### src/inc/mtm_cfg.svh
/*
 * Register offsets, field positions and reset values of the trigger,
 * marker and clock control block. Assumes byte addresses on a 32-bit APB.
 */
`ifndef MTM_CFG_SVH
`define MTM_CFG_SVH

`define MTM_OFF_CTRL 8'h00
`define MTM_OFF_STAT 8'h04
`define MTM_OFF_SLEN 8'h08
`define MTM_OFF_EDLY 8'h0c
`define MTM_OFF_INH 8'h10
`define MTM_OFF_SDIV 8'h14
`define MTM_OFF_MULT 8'h18
`define MTM_OFF_BPS 8'h1c
`define MTM_OFF_DMIN 8'h20
`define MTM_OFF_DMAX 8'h24
`define MTM_OFF_CMD 8'h28
`define MTM_OFF_MK 8'h40
`define MTM_MK_STRIDE 8'h20

`define MTM_MK_MODE 3'h0
`define MTM_MK_DIV 3'h1
`define MTM_MK_PLO 3'h2
`define MTM_MK_PHI 3'h3
`define MTM_MK_LEN 3'h4
`define MTM_MK_ON 3'h5
`define MTM_MK_OFF 3'h6
`define MTM_MK_DLY 3'h7

`define MTM_CTRL_MODE 2:0
`define MTM_CTRL_EXT 3
`define MTM_CTRL_SYNC 4
`define MTM_CTRL_FALL 5
`define MTM_CTRL_CKEXT 6
`define MTM_CTRL_CKMODE 8:7
`define MTM_CTRL_FIX 9
`define MTM_CTRL_EN 10
`define MTM_CTRL_RST 32'h0000_0010

`define MTM_CMD_ARM 0
`define MTM_CMD_EXEC 1
`define MTM_STAT_RUN 0
`define MTM_STAT_REF 1
`define MTM_STAT_WAIT 2

`define MTM_PAT_MAX 7'h40
`define MTM_LATENCY 16

`endif

### src/inc/mtm_pkg.sv
/*
 * Types of the trigger, marker and clock control block.
 * Assumes mtm_cfg.svh holds the numbers.
 */
package mtm_pkg;

  typedef enum logic [2:0] {
    MTM_TM_AUTO = 3'h0,
    MTM_TM_RETRIG = 3'h1,
    MTM_TM_ARM_AUTO = 3'h2,
    MTM_TM_ARM_RETRIG = 3'h3,
    MTM_TM_SINGLE = 3'h4
  } mtm_trig_mode_type;

  typedef enum logic [1:0] {
    MTM_CK_SYMBOL = 2'h0,
    MTM_CK_MULTI = 2'h1,
    MTM_CK_BIT = 2'h2
  } mtm_clk_mode_type;

  typedef enum logic [1:0] {
    MTM_MK_LIST = 2'h0,
    MTM_MK_PULSE = 2'h1,
    MTM_MK_PATTERN = 2'h2,
    MTM_MK_RATIO = 2'h3
  } mtm_mk_mode_type;

  typedef enum logic [2:0] {
    MTM_ST_STOP = 3'b001,
    MTM_ST_WAIT = 3'b010,
    MTM_ST_RUN = 3'b100
  } mtm_state_type;

  typedef struct packed {
    mtm_mk_mode_type mode;
    logic [15:0] div;
    logic [63:0] pat;
    logic [6:0] len;
    logic [15:0] on_t;
    logic [15:0] off_t;
    logic [15:0] dly;
  } mtm_mk_cfg_type;

endpackage

### src/rtl/mtm_top.sv
/*
 * Trigger, marker and clock control of a digital modulation source,
 * with an APB register slave. Assumes ext_trig and ext_clk are
 * asynchronous pins, control_list_marker comes from pclk logic.
 */
// The APB interface to the registers and the register addresses were decided locally.
// Function
// - Single mode runs programmed symbols then stops
// - Running or stopped status reported always
// - Arm stops running armed modes only
// - After arm, next trigger restarts generation
// - Manual trigger needs internal source, not auto
// - External trigger on active input edge
// - Sync on: start at trigger, blank latency
// - Sync off: output after latency from start
// - External trigger delayed by programmed symbols
// - Inhibit further external triggers for symbols
// - Retrigger restarts generation from the beginning
// - List marker follows control list trace
// - Pulse marker: sample rate over divider
// - Pattern marker repeats up to 64 bits
// - Ratio marker: programmed high, low phases
// - Each marker delayed independently in symbols
// - Live delay changes, optional range restriction
// - Symbol timing from internal or external clock
// - Multiple clock divides; refused with ext data
// - Bit clock derives symbol; refused with ext data
`timescale 1ns/1ns
`include "mtm_cfg.svh"

module mtm_top #(
  parameter int NM = 2,
  parameter int LATENCY = `MTM_LATENCY
) (
  input wire logic pclk,
  input wire logic presetn,
  input wire logic psel,
  input wire logic penable,
  input wire logic pwrite,
  input wire logic [7:0] paddr,
  input wire logic [31:0] pwdata,
  output logic [31:0] prdata,
  output logic pready,
  output logic pslverr,
  input wire logic ext_trig,
  input wire logic ext_clk,
  input wire logic ext_data_sel,
  input wire logic [NM-1:0] control_list_marker,
  output logic sym_tick,
  output logic running,
  output logic sig_valid,
  output logic [15:0] sym_pos,
  output logic [NM-1:0] marker
);

  logic [31:0] ctrl_reg;
  logic [15:0] slen_reg, edly_reg, inh_reg, sdiv_reg, mult_reg, bps_reg;
  logic [15:0] dmin_reg, dmax_reg;
  logic refused_reg;
  mtm_pkg::mtm_mk_cfg_type mk_reg [NM];
  mtm_pkg::mtm_state_type state_reg;
  logic [31:0] rd_next;
  logic acc, wr, unmapped;
  logic arm_cmd, exec_cmd;
  mtm_pkg::mtm_trig_mode_type tmode;

  // Marker window: index or -1
  function automatic int mk_sel(input logic [7:0] a);
    int i;
    i = -1;
    if (a >= `MTM_OFF_MK && a < `MTM_OFF_MK + 8'(NM) * `MTM_MK_STRIDE) begin
      i = int'((a - `MTM_OFF_MK) >> 5);
    end
    return i;
  endfunction

  function automatic logic [2:0] mk_fld(input logic [7:0] a);
    return a[4:2];
  endfunction

  assign tmode = mtm_pkg::mtm_trig_mode_type'(ctrl_reg[`MTM_CTRL_MODE]);
  assign acc = psel & penable & pready;
  assign wr = acc & pwrite;
  assign arm_cmd = wr && paddr == `MTM_OFF_CMD && pwdata[`MTM_CMD_ARM];
  assign exec_cmd = wr && paddr == `MTM_OFF_CMD && pwdata[`MTM_CMD_EXEC];

  // APB: one wait state, then a one-cycle pready
  always_ff @(posedge pclk or negedge presetn) begin
    if (!presetn) begin
      pready <= 1'b0;
      prdata <= 32'h0000_0000;
      pslverr <= 1'b0;
    end else begin
      pready <= psel & penable & ~pready;
      prdata <= (psel & penable & ~pready & ~pwrite) ? rd_next : 32'h0000_0000;
      pslverr <= psel & penable & ~pready & unmapped;
    end
  end

  always_comb begin
    int m;
    m = mk_sel(paddr);
    rd_next = 32'h0000_0000;
    unmapped = 1'b0;
    if (paddr[1:0] != 2'h0) begin
      unmapped = 1'b1;
    end else if (m >= 0) begin
      case (mk_fld(paddr))
        `MTM_MK_MODE: rd_next = 32'(mk_reg[m].mode);
        `MTM_MK_DIV: rd_next = 32'(mk_reg[m].div);
        `MTM_MK_PLO: rd_next = mk_reg[m].pat[31:0];
        `MTM_MK_PHI: rd_next = mk_reg[m].pat[63:32];
        `MTM_MK_LEN: rd_next = 32'(mk_reg[m].len);
        `MTM_MK_ON: rd_next = 32'(mk_reg[m].on_t);
        `MTM_MK_OFF: rd_next = 32'(mk_reg[m].off_t);
        default: rd_next = 32'(mk_reg[m].dly);
      endcase
    end else begin
      case (paddr)
        `MTM_OFF_CTRL: rd_next = ctrl_reg;
        `MTM_OFF_STAT: rd_next = {29'h0, state_reg == mtm_pkg::MTM_ST_WAIT,
          refused_reg, state_reg != mtm_pkg::MTM_ST_STOP};
        `MTM_OFF_SLEN: rd_next = 32'(slen_reg);
        `MTM_OFF_EDLY: rd_next = 32'(edly_reg);
        `MTM_OFF_INH: rd_next = 32'(inh_reg);
        `MTM_OFF_SDIV: rd_next = 32'(sdiv_reg);
        `MTM_OFF_MULT: rd_next = 32'(mult_reg);
        `MTM_OFF_BPS: rd_next = 32'(bps_reg);
        `MTM_OFF_DMIN: rd_next = 32'(dmin_reg);
        `MTM_OFF_DMAX: rd_next = 32'(dmax_reg);
        `MTM_OFF_CMD: rd_next = 32'h0000_0000;
        default: unmapped = 1'b1;
      endcase
    end
  end

  // Global configuration
  always_ff @(posedge pclk or negedge presetn) begin
    logic refuse;
    refuse = 1'b0;
    if (!presetn) begin
      ctrl_reg <= `MTM_CTRL_RST;
      slen_reg <= 16'h0001;
      edly_reg <= 16'h0000;
      inh_reg <= 16'h0000;
      sdiv_reg <= 16'h0001;
      mult_reg <= 16'h0001;
      bps_reg <= 16'h0001;
      dmin_reg <= 16'h0000;
      dmax_reg <= 16'hffff;
      refused_reg <= 1'b0;
    end else begin
      if (wr && paddr == `MTM_OFF_CTRL) begin
        refuse = ext_data_sel && pwdata[`MTM_CTRL_CKMODE] != 2'(mtm_pkg::MTM_CK_SYMBOL);
        ctrl_reg <= {21'h0, pwdata[10:9],
          refuse ? ctrl_reg[`MTM_CTRL_CKMODE] : pwdata[`MTM_CTRL_CKMODE], pwdata[6:0]};
      end
      if (wr && paddr == `MTM_OFF_SLEN) slen_reg <= pwdata[15:0];
      if (wr && paddr == `MTM_OFF_EDLY) edly_reg <= pwdata[15:0];
      if (wr && paddr == `MTM_OFF_INH) inh_reg <= pwdata[15:0];
      if (wr && paddr == `MTM_OFF_SDIV) sdiv_reg <= pwdata[15:0];
      if (wr && paddr == `MTM_OFF_MULT) mult_reg <= pwdata[15:0];
      if (wr && paddr == `MTM_OFF_BPS) bps_reg <= pwdata[15:0];
      if (wr && paddr == `MTM_OFF_DMIN) dmin_reg <= pwdata[15:0];
      if (wr && paddr == `MTM_OFF_DMAX) dmax_reg <= pwdata[15:0];
      // Set wins over the write-one clear
      if (refuse) begin
        refused_reg <= 1'b1;
      end else if (wr && paddr == `MTM_OFF_STAT && pwdata[`MTM_STAT_REF]) begin
        refused_reg <= 1'b0;
      end
    end
  end

  // Marker configuration
  always_ff @(posedge pclk or negedge presetn) begin
    int m;
    m = mk_sel(paddr);
    if (!presetn) begin
      for (int i = 0; i < NM; i++) begin
        mk_reg[i] <= '{mode: mtm_pkg::MTM_MK_LIST, div: 16'h0002, pat: 64'h0,
          len: `MTM_PAT_MAX, on_t: 16'h0001, off_t: 16'h0001, dly: 16'h0000};
      end
    end else if (wr && m >= 0) begin
      case (mk_fld(paddr))
        `MTM_MK_MODE: mk_reg[m].mode <= mtm_pkg::mtm_mk_mode_type'(pwdata[1:0]);
        `MTM_MK_DIV: mk_reg[m].div <= pwdata[15:0];
        `MTM_MK_PLO: mk_reg[m].pat[31:0] <= pwdata;
        `MTM_MK_PHI: mk_reg[m].pat[63:32] <= pwdata;
        `MTM_MK_LEN: begin
          if (pwdata[6:0] != 7'h0 && pwdata[6:0] <= `MTM_PAT_MAX) begin
            mk_reg[m].len <= pwdata[6:0];
          end
        end
        `MTM_MK_ON: mk_reg[m].on_t <= pwdata[15:0];
        `MTM_MK_OFF: mk_reg[m].off_t <= pwdata[15:0];
        default: begin
          // Out-of-range delays dropped while restricted
          if (!ctrl_reg[`MTM_CTRL_FIX] ||
              (pwdata[15:0] >= dmin_reg && pwdata[15:0] <= dmax_reg)) begin
            mk_reg[m].dly <= pwdata[15:0];
          end
        end
      endcase
    end
  end

  // Pin synchronisers
  logic [2:0] trig_sync_reg, clk_sync_reg;
  always_ff @(posedge pclk or negedge presetn) begin
    if (!presetn) begin
      trig_sync_reg <= 3'h0;
      clk_sync_reg <= 3'h0;
    end else begin
      trig_sync_reg <= {trig_sync_reg[1:0], ext_trig};
      clk_sync_reg <= {clk_sync_reg[1:0], ext_clk};
    end
  end

  logic trig_edge, clk_edge;
  assign trig_edge = ctrl_reg[`MTM_CTRL_FALL] ?
    (~trig_sync_reg[1] & trig_sync_reg[2]) : (trig_sync_reg[1] & ~trig_sync_reg[2]);
  assign clk_edge = clk_sync_reg[1] & ~clk_sync_reg[2];

  // Symbol tick from internal divider or external clock
  logic [15:0] ck_cnt_reg, ck_div;
  logic tick;
  always_comb begin
    if (!ctrl_reg[`MTM_CTRL_CKEXT]) begin
      ck_div = sdiv_reg;
    end else begin
      case (mtm_pkg::mtm_clk_mode_type'(ctrl_reg[`MTM_CTRL_CKMODE]))
        mtm_pkg::MTM_CK_MULTI: ck_div = mult_reg;
        mtm_pkg::MTM_CK_BIT: ck_div = bps_reg;
        default: ck_div = 16'h0001;
      endcase
    end
    if (ck_div == 16'h0) ck_div = 16'h0001;
  end
  assign tick = (!ctrl_reg[`MTM_CTRL_CKEXT] || clk_edge) && ck_cnt_reg >= ck_div - 16'h1;

  always_ff @(posedge pclk or negedge presetn) begin
    if (!presetn) begin
      ck_cnt_reg <= 16'h0;
      sym_tick <= 1'b0;
    end else begin
      sym_tick <= tick;
      if (tick) begin
        ck_cnt_reg <= 16'h0;
      end else if (!ctrl_reg[`MTM_CTRL_CKEXT] || clk_edge) begin
        ck_cnt_reg <= ck_cnt_reg + 16'h1;
      end
    end
  end

  // External trigger delay and inhibit, in symbols
  logic [15:0] dly_cnt_reg, inh_cnt_reg;
  logic dly_act_reg, ext_take, ext_fire, int_fire, trig;
  assign ext_take = ctrl_reg[`MTM_CTRL_EXT] && trig_edge && inh_cnt_reg == 16'h0;
  assign ext_fire = dly_act_reg && dly_cnt_reg == 16'h0;
  assign int_fire = exec_cmd && !ctrl_reg[`MTM_CTRL_EXT] && tmode != mtm_pkg::MTM_TM_AUTO;
  assign trig = int_fire | (ext_fire & ctrl_reg[`MTM_CTRL_EXT]);

  always_ff @(posedge pclk or negedge presetn) begin
    if (!presetn) begin
      dly_cnt_reg <= 16'h0;
      inh_cnt_reg <= 16'h0;
      dly_act_reg <= 1'b0;
    end else begin
      if (ext_take) begin
        inh_cnt_reg <= inh_reg;
        dly_cnt_reg <= edly_reg;
        dly_act_reg <= 1'b1;
      end else begin
        if (tick && inh_cnt_reg != 16'h0) inh_cnt_reg <= inh_cnt_reg - 16'h1;
        if (ext_fire) begin
          dly_act_reg <= 1'b0;
        end else if (tick && dly_cnt_reg != 16'h0) begin
          dly_cnt_reg <= dly_cnt_reg - 16'h1;
        end
      end
    end
  end

  // Generation sequence
  logic [15:0] lat_cnt_reg, blank_cnt_reg;
  logic start, restart_ok, arm_ok, done, go_run;
  assign restart_ok = tmode == mtm_pkg::MTM_TM_RETRIG || tmode == mtm_pkg::MTM_TM_ARM_RETRIG ||
    tmode == mtm_pkg::MTM_TM_SINGLE;
  assign arm_ok = arm_cmd && state_reg == mtm_pkg::MTM_ST_RUN &&
    (tmode == mtm_pkg::MTM_TM_ARM_AUTO || tmode == mtm_pkg::MTM_TM_ARM_RETRIG);
  assign done = tmode == mtm_pkg::MTM_TM_SINGLE && tick && sym_pos >= slen_reg - 16'h1;
  always_comb begin
    start = 1'b0;
    case (state_reg)
      mtm_pkg::MTM_ST_STOP: start = trig || tmode == mtm_pkg::MTM_TM_AUTO ||
        tmode == mtm_pkg::MTM_TM_RETRIG;
      mtm_pkg::MTM_ST_WAIT: start = trig && restart_ok;
      mtm_pkg::MTM_ST_RUN: start = trig && restart_ok && !arm_ok;
      default: start = 1'b0;
    endcase
    start = start & ctrl_reg[`MTM_CTRL_EN];
  end
  assign go_run = (start && ctrl_reg[`MTM_CTRL_SYNC]) ||
    (!start && state_reg == mtm_pkg::MTM_ST_WAIT && lat_cnt_reg == 16'h0);

  always_ff @(posedge pclk or negedge presetn) begin
    if (!presetn) begin
      state_reg <= mtm_pkg::MTM_ST_STOP;
      lat_cnt_reg <= 16'h0;
      blank_cnt_reg <= 16'h0;
      sym_pos <= 16'h0;
    end else if (!ctrl_reg[`MTM_CTRL_EN]) begin
      state_reg <= mtm_pkg::MTM_ST_STOP;
      blank_cnt_reg <= 16'h0;
    end else if (start && ctrl_reg[`MTM_CTRL_SYNC]) begin
      state_reg <= mtm_pkg::MTM_ST_RUN;
      sym_pos <= 16'h0;
      blank_cnt_reg <= 16'(LATENCY);
    end else if (start) begin
      state_reg <= mtm_pkg::MTM_ST_WAIT;
      lat_cnt_reg <= 16'(LATENCY - 1);
      blank_cnt_reg <= 16'h0;
    end else begin
      case (state_reg)
        mtm_pkg::MTM_ST_WAIT: begin
          if (lat_cnt_reg == 16'h0) begin
            state_reg <= mtm_pkg::MTM_ST_RUN;
            sym_pos <= 16'h0;
          end else begin
            lat_cnt_reg <= lat_cnt_reg - 16'h1;
          end
        end
        mtm_pkg::MTM_ST_RUN: begin
          if (arm_ok || done) begin
            state_reg <= mtm_pkg::MTM_ST_STOP;
          end else if (tick) begin
            sym_pos <= sym_pos + 16'h1;
          end
          // Samples inside the latency are dropped
          if (blank_cnt_reg != 16'h0) blank_cnt_reg <= blank_cnt_reg - 16'h1;
        end
        default: state_reg <= mtm_pkg::MTM_ST_STOP;
      endcase
    end
  end

  always_ff @(posedge pclk or negedge presetn) begin
    if (!presetn) begin
      running <= 1'b0;
      sig_valid <= 1'b0;
    end else begin
      running <= state_reg != mtm_pkg::MTM_ST_STOP;
      sig_valid <= state_reg == mtm_pkg::MTM_ST_RUN && blank_cnt_reg == 16'h0;
    end
  end

  // Marker generators, gated by per-marker delay
  logic [15:0] mk_cnt_reg [NM];
  logic [6:0] mk_idx_reg [NM];
  always_ff @(posedge pclk or negedge presetn) begin
    logic gate;
    gate = 1'b0;
    if (!presetn) begin
      for (int i = 0; i < NM; i++) begin
        mk_cnt_reg[i] <= 16'h0;
        mk_idx_reg[i] <= 7'h0;
      end
      marker <= '0;
    end else begin
      for (int i = 0; i < NM; i++) begin
        // Delay is read live, so changes need no restart
        gate = state_reg == mtm_pkg::MTM_ST_RUN && sym_pos >= mk_reg[i].dly;
        if (go_run || !gate) begin
          mk_cnt_reg[i] <= 16'h0;
          mk_idx_reg[i] <= 7'h0;
          marker[i] <= 1'b0;
        end else begin
          case (mk_reg[i].mode)
            mtm_pkg::MTM_MK_LIST: marker[i] <= control_list_marker[i];
            mtm_pkg::MTM_MK_PULSE: begin
              // One sample per clock: period is div clocks
              marker[i] <= mk_cnt_reg[i] < (mk_reg[i].div >> 1);
              mk_cnt_reg[i] <= (mk_cnt_reg[i] + 16'h1 >= mk_reg[i].div) ?
                16'h0 : mk_cnt_reg[i] + 16'h1;
            end
            mtm_pkg::MTM_MK_PATTERN: begin
              marker[i] <= mk_reg[i].pat[6'(mk_idx_reg[i])];
              if (tick) begin
                mk_idx_reg[i] <= (mk_idx_reg[i] + 7'h1 >= mk_reg[i].len) ?
                  7'h0 : mk_idx_reg[i] + 7'h1;
              end
            end
            default: begin
              marker[i] <= mk_cnt_reg[i] < mk_reg[i].on_t;
              if (tick) begin
                mk_cnt_reg[i] <= (mk_cnt_reg[i] + 16'h1 >=
                  mk_reg[i].on_t + mk_reg[i].off_t) ? 16'h0 : mk_cnt_reg[i] + 16'h1;
              end
            end
          endcase
        end
      end
    end
  end

endmodule

### config.mk
export PLATFORM = sky130hd
export DESIGN_NAME = mtm_top
export DESIGN_NICKNAME = d
export VERILOG_FILES = /design/src/inc/mtm_pkg.sv /design/src/rtl/mtm_top.sv
export VERILOG_INCLUDE_DIRS = /design/src /design/src/inc
export SDC_FILE = /design/constraint.sdc
export NUM_CORES = 2
export LEC_CHECK = 0
export CORE_UTILIZATION = 35
export DETAILED_ROUTE_END_ITERATION = 8
export DONT_BUFFER_PORTS = 1
export GPL_TIMING_DRIVEN = 0
export PLACE_DENSITY = 0.49
export SETUP_SLACK_MARGIN = 0.1
export SLEW_MARGIN = 20
export SYNTH_ARGS = -nofsm -noshare
export SYNTH_HDL_FRONTEND = slang
export SYNTH_SLANG_ARGS = --single-unit
### constraint.sdc
create_clock -name pclk -period 5.8 [get_ports pclk]
set_input_delay 0.29 -clock pclk [delete_from_list [all_inputs] [get_ports pclk]]
set_output_delay 0.29 -clock pclk [all_outputs]
set_load 0.01 [all_outputs]
==> impl_metrics.toml <==
[cts]
cts_buffer_depth = 3
clk_latency_ns = 0.67
path_clk_slew_ns = 0.06
cts-root-buf = "clkbuf_16"
cts-htree-levels = 3
clock-sinks = 605
numCtsBuffers = 76
cts_tree = "yes"

[logic_synthesis]
synthCells = 3634
yosys_warnings = 0
synth.most_common_cell = "dfrtp_1"
syn_nets = 3962
synth_largest_area_cell = "dfrtp_1"
postSynthAreaPerCell_um2 = 10.1
ys_top_cells_by_area = "dfrtp_1 39%, mux2_2 9.5%, ha_1 9.4%, nand2_1 3.5%, o21ai_0 2.7%"
netlist_area_mm2 = 0.0367
synth_top_area_share_pct = 39.2
ys_seq_area_share_pct = 41.4
synth-async-reset-ratio_pct = 100
synth_edf_count = 0
synthDistinctLibCells = 100
ys.flop_type = "dfrtp_1"
yosys-top-cells-count = "575 x dfrtp_1, 347 x nand2_1, 310 x mux2_2"
synth_seq_cells = 605

[sta]
period_share_pct = 95.1
final-hold-violation-count = 0
max_slew_margin_pct = 13.3
worstMarginPinSlew_ns = 1.29
holdWs_ns = 0.0365
slew_violations = 0
fin_crit_ns = 5.51
fin_skew_ns = 0.0388
setup_slack_ns = 0.286
finalSetupViolations = 0
rsz0062_at_grt = "no"
setup_tns_ns = 0
fmax_mhz = 181

[job]
drv_cap = 0

[final_layout]
fillCellCount = 10200
multi_input_area_mm2 = 0.0203
drive_above_1_share_pct = 17.4
nNetsFinal = 4085
seq_area_mm2 = 0.0152
finalNonFillerCells = 5201
syn_to_final_growth_pct = 14.0
stdcell_area_mm2 = 0.0418

[critical_path]
timing.rr.start = "ctrl_reg[7]"
crit_path_end_kind = "flip-flop"
worstSetupStartpoint = "ctrl_reg[7]"
cp-start-kind = "flip-flop"
path_class = "reg -> reg"
reg2reg_slack_ns = 0.29
cp.required_ns = 6.32
arrival_ns = 6.03
cp_max_fo = 7

[min_path]
hold_class = "in -> reg"
hp-start = "psel"

[place]
placed_cell_area_mm2 = 0.0384
dp.cells = 5015
gp_congestion = 0.980
place_hpwl_um = 102000
post-place-ws_ns = -1.78
io_buffers = 0

[routing]
dr.pass1.iters = 7
avgViaCountPerCell = 5.78
vias = 30000
postRouteAntennaNets = 0
wl_per_cell_um = 26.6
drtIter0Drc = 2807
route.detailed.drc = 0
wl_um = 139000

[grt]
grt_pass1_vias = 29200
grt_max_degree = 606
grt_first_pass_wirelength_um = 203000
gr-total-overflow = 0
grt_use_total_pct = 25.8
antenna_found_initial = 10

[pwr]
p_clk_share_pct = 47.8
powerDensity_mw_per_mm2 = 254
vdd_drop_max_mv = 0.241
leakagePower_nw = 18.7
p_int_mw = 7.72
seqPwrFrac_pct = 41.6
switching_power_mw = 2.89
combPwrFrac_pct = 10.6
swShare_pct = 27.3

[die]
dieWidth_um = 326
initial_core_util_pct = 35.4
io_pins = 105
die_y_um = 326
dieArea_mm2 = 0.106
coreArea_mm2 = 0.104
row_count = 118

[status]
outcome = "completed"
==> area by class of cell <==
type,count,share of cell area (%)
multi-input combinational,2668,48.5
sequential,605,36.3
clock buffer,104,5.16
tap,1380,4.13
buffer,177,1.92
inverter,184,1.65
timing repair buffer,45,1.22
clock inverter,37,1.12
antenna,1,0.00598
==> power groups by stage <==
| stage | logic (mW) | registers, mW | clock network [mW] |
|---|---|---|---|
| 5_1_grt | 1.20 | 4.43 | 5.31 |
| 3_5_place_dp | 0.825 | 4.48 | 0 |
| 3_3_place_gp | 0.818 | 4.48 | 0 |
| 6_report | 1.12 | 4.41 | 5.08 |
| 2_1_floorplan | 0.524 | 4.46 | 0 |
| 4_1_cts | 0.926 | 4.41 | 5.16 |
==> cell usage in the layout (no fill, tap or decap), types with 15 or more instances in the layout <==
cell type,instances
a211oi_1,15
a21o_1,41
a21oi_1,189
a221oi_1,31
a22o_1,77
a22oi_1,48
a31oi_1,24
and3_1,41
buf_2,36
clkbuf_1,122
clkbuf_16,79
dfrtp_1,575
dfstp_2,30
dlygate4sd3_1,29
ha_1,275
inv_1,180
mux2_2,310
mux2i_1,51
mux4_2,33
nand2_1,346
nand2b_1,34
nand3_1,57
nand4_1,31
nor2_1,247
nor2b_1,32
nor3_1,67
nor4_1,21
o21ai_0,193
o22ai_1,35
or3_1,21
xnor2_1,75
xor2_1,84
==> critical path, cell delays in order (launching register included) <==
cell and delay [ns]:
dfrtp_1 0.41, inv_1 0.06, ha_1 0.18, clkbuf_4 0.18, a22oi_2 0.22, o2bb2ai_2 0.12, or4_4 0.54, or3_4 0.42
o41ai_4 0.40, nor2b_1 0.10, xnor2_1 0.13, mux2i_1 0.20, ha_1 0.31, a2111oi_2 0.34, o21ai_1 0.15, a211o_1 0.29
o2111a_2 0.23, buf_12 0.19, nor4b_4 0.13, buf_4 0.17, buf_4 0.15, o2111ai_1 0.20, xor2_1 0.17, nor2_1 0.05
==> kinds of logic after synthesis <==
family,after synthesis,share of synthesized area [%]
flip-flops,605,41.4
buffers and inverters,361,3.89
AO/OA/AOI/OAI,833,15.3
AND/OR/NAND/NOR,1003,13.2
adder cells (fa/ha/maj),278,9.52
multiplexers,395,13.0
XOR/XNOR,159,3.80
==> layer usage <==
metal	track usage (%)	part of all wire (%)	vias up
li1	-	-	13500
met1	36.8	46	15200
met2	38.6	43	1118
met3	6.25	8.1	230
met4	7.52	3.0	8
met5	0	0.042	-
==> per-stage QoR <==
| step | util (%) | power, mW |
|---|---|---|
| floorplan | - | 4.98 |
| global placement | 37.0 | 5.30 |
| detailed placement | 37.0 | 5.31 |
| CTS | 40.0 | 10.5 |
| global route | 40.3 | 10.9 |
| finish | 40.3 | 10.6 |
==> final timing paths <==
path,to,depth (start not counted)
max,sym_pos[11],23
max reg2reg,sym_pos[11],23
max in group asynchronous,async pin,5
min in group asynchronous,blank_cnt_reg[7],2
min reg2reg,clk_sync_reg[1],0
min,pready,2
==> timing repair <==
action	4_1_cts	5_1_grt
endpoints found under the hold margin	715	139
hold buffers	27	2
gates cloned	0	1
buffers inserted	3	5
gates resized for setup	34	44
pin swaps	2	5
endpoints found under the setup margin	110	107
No activity file was read; power rests on OpenSTA's default activity.
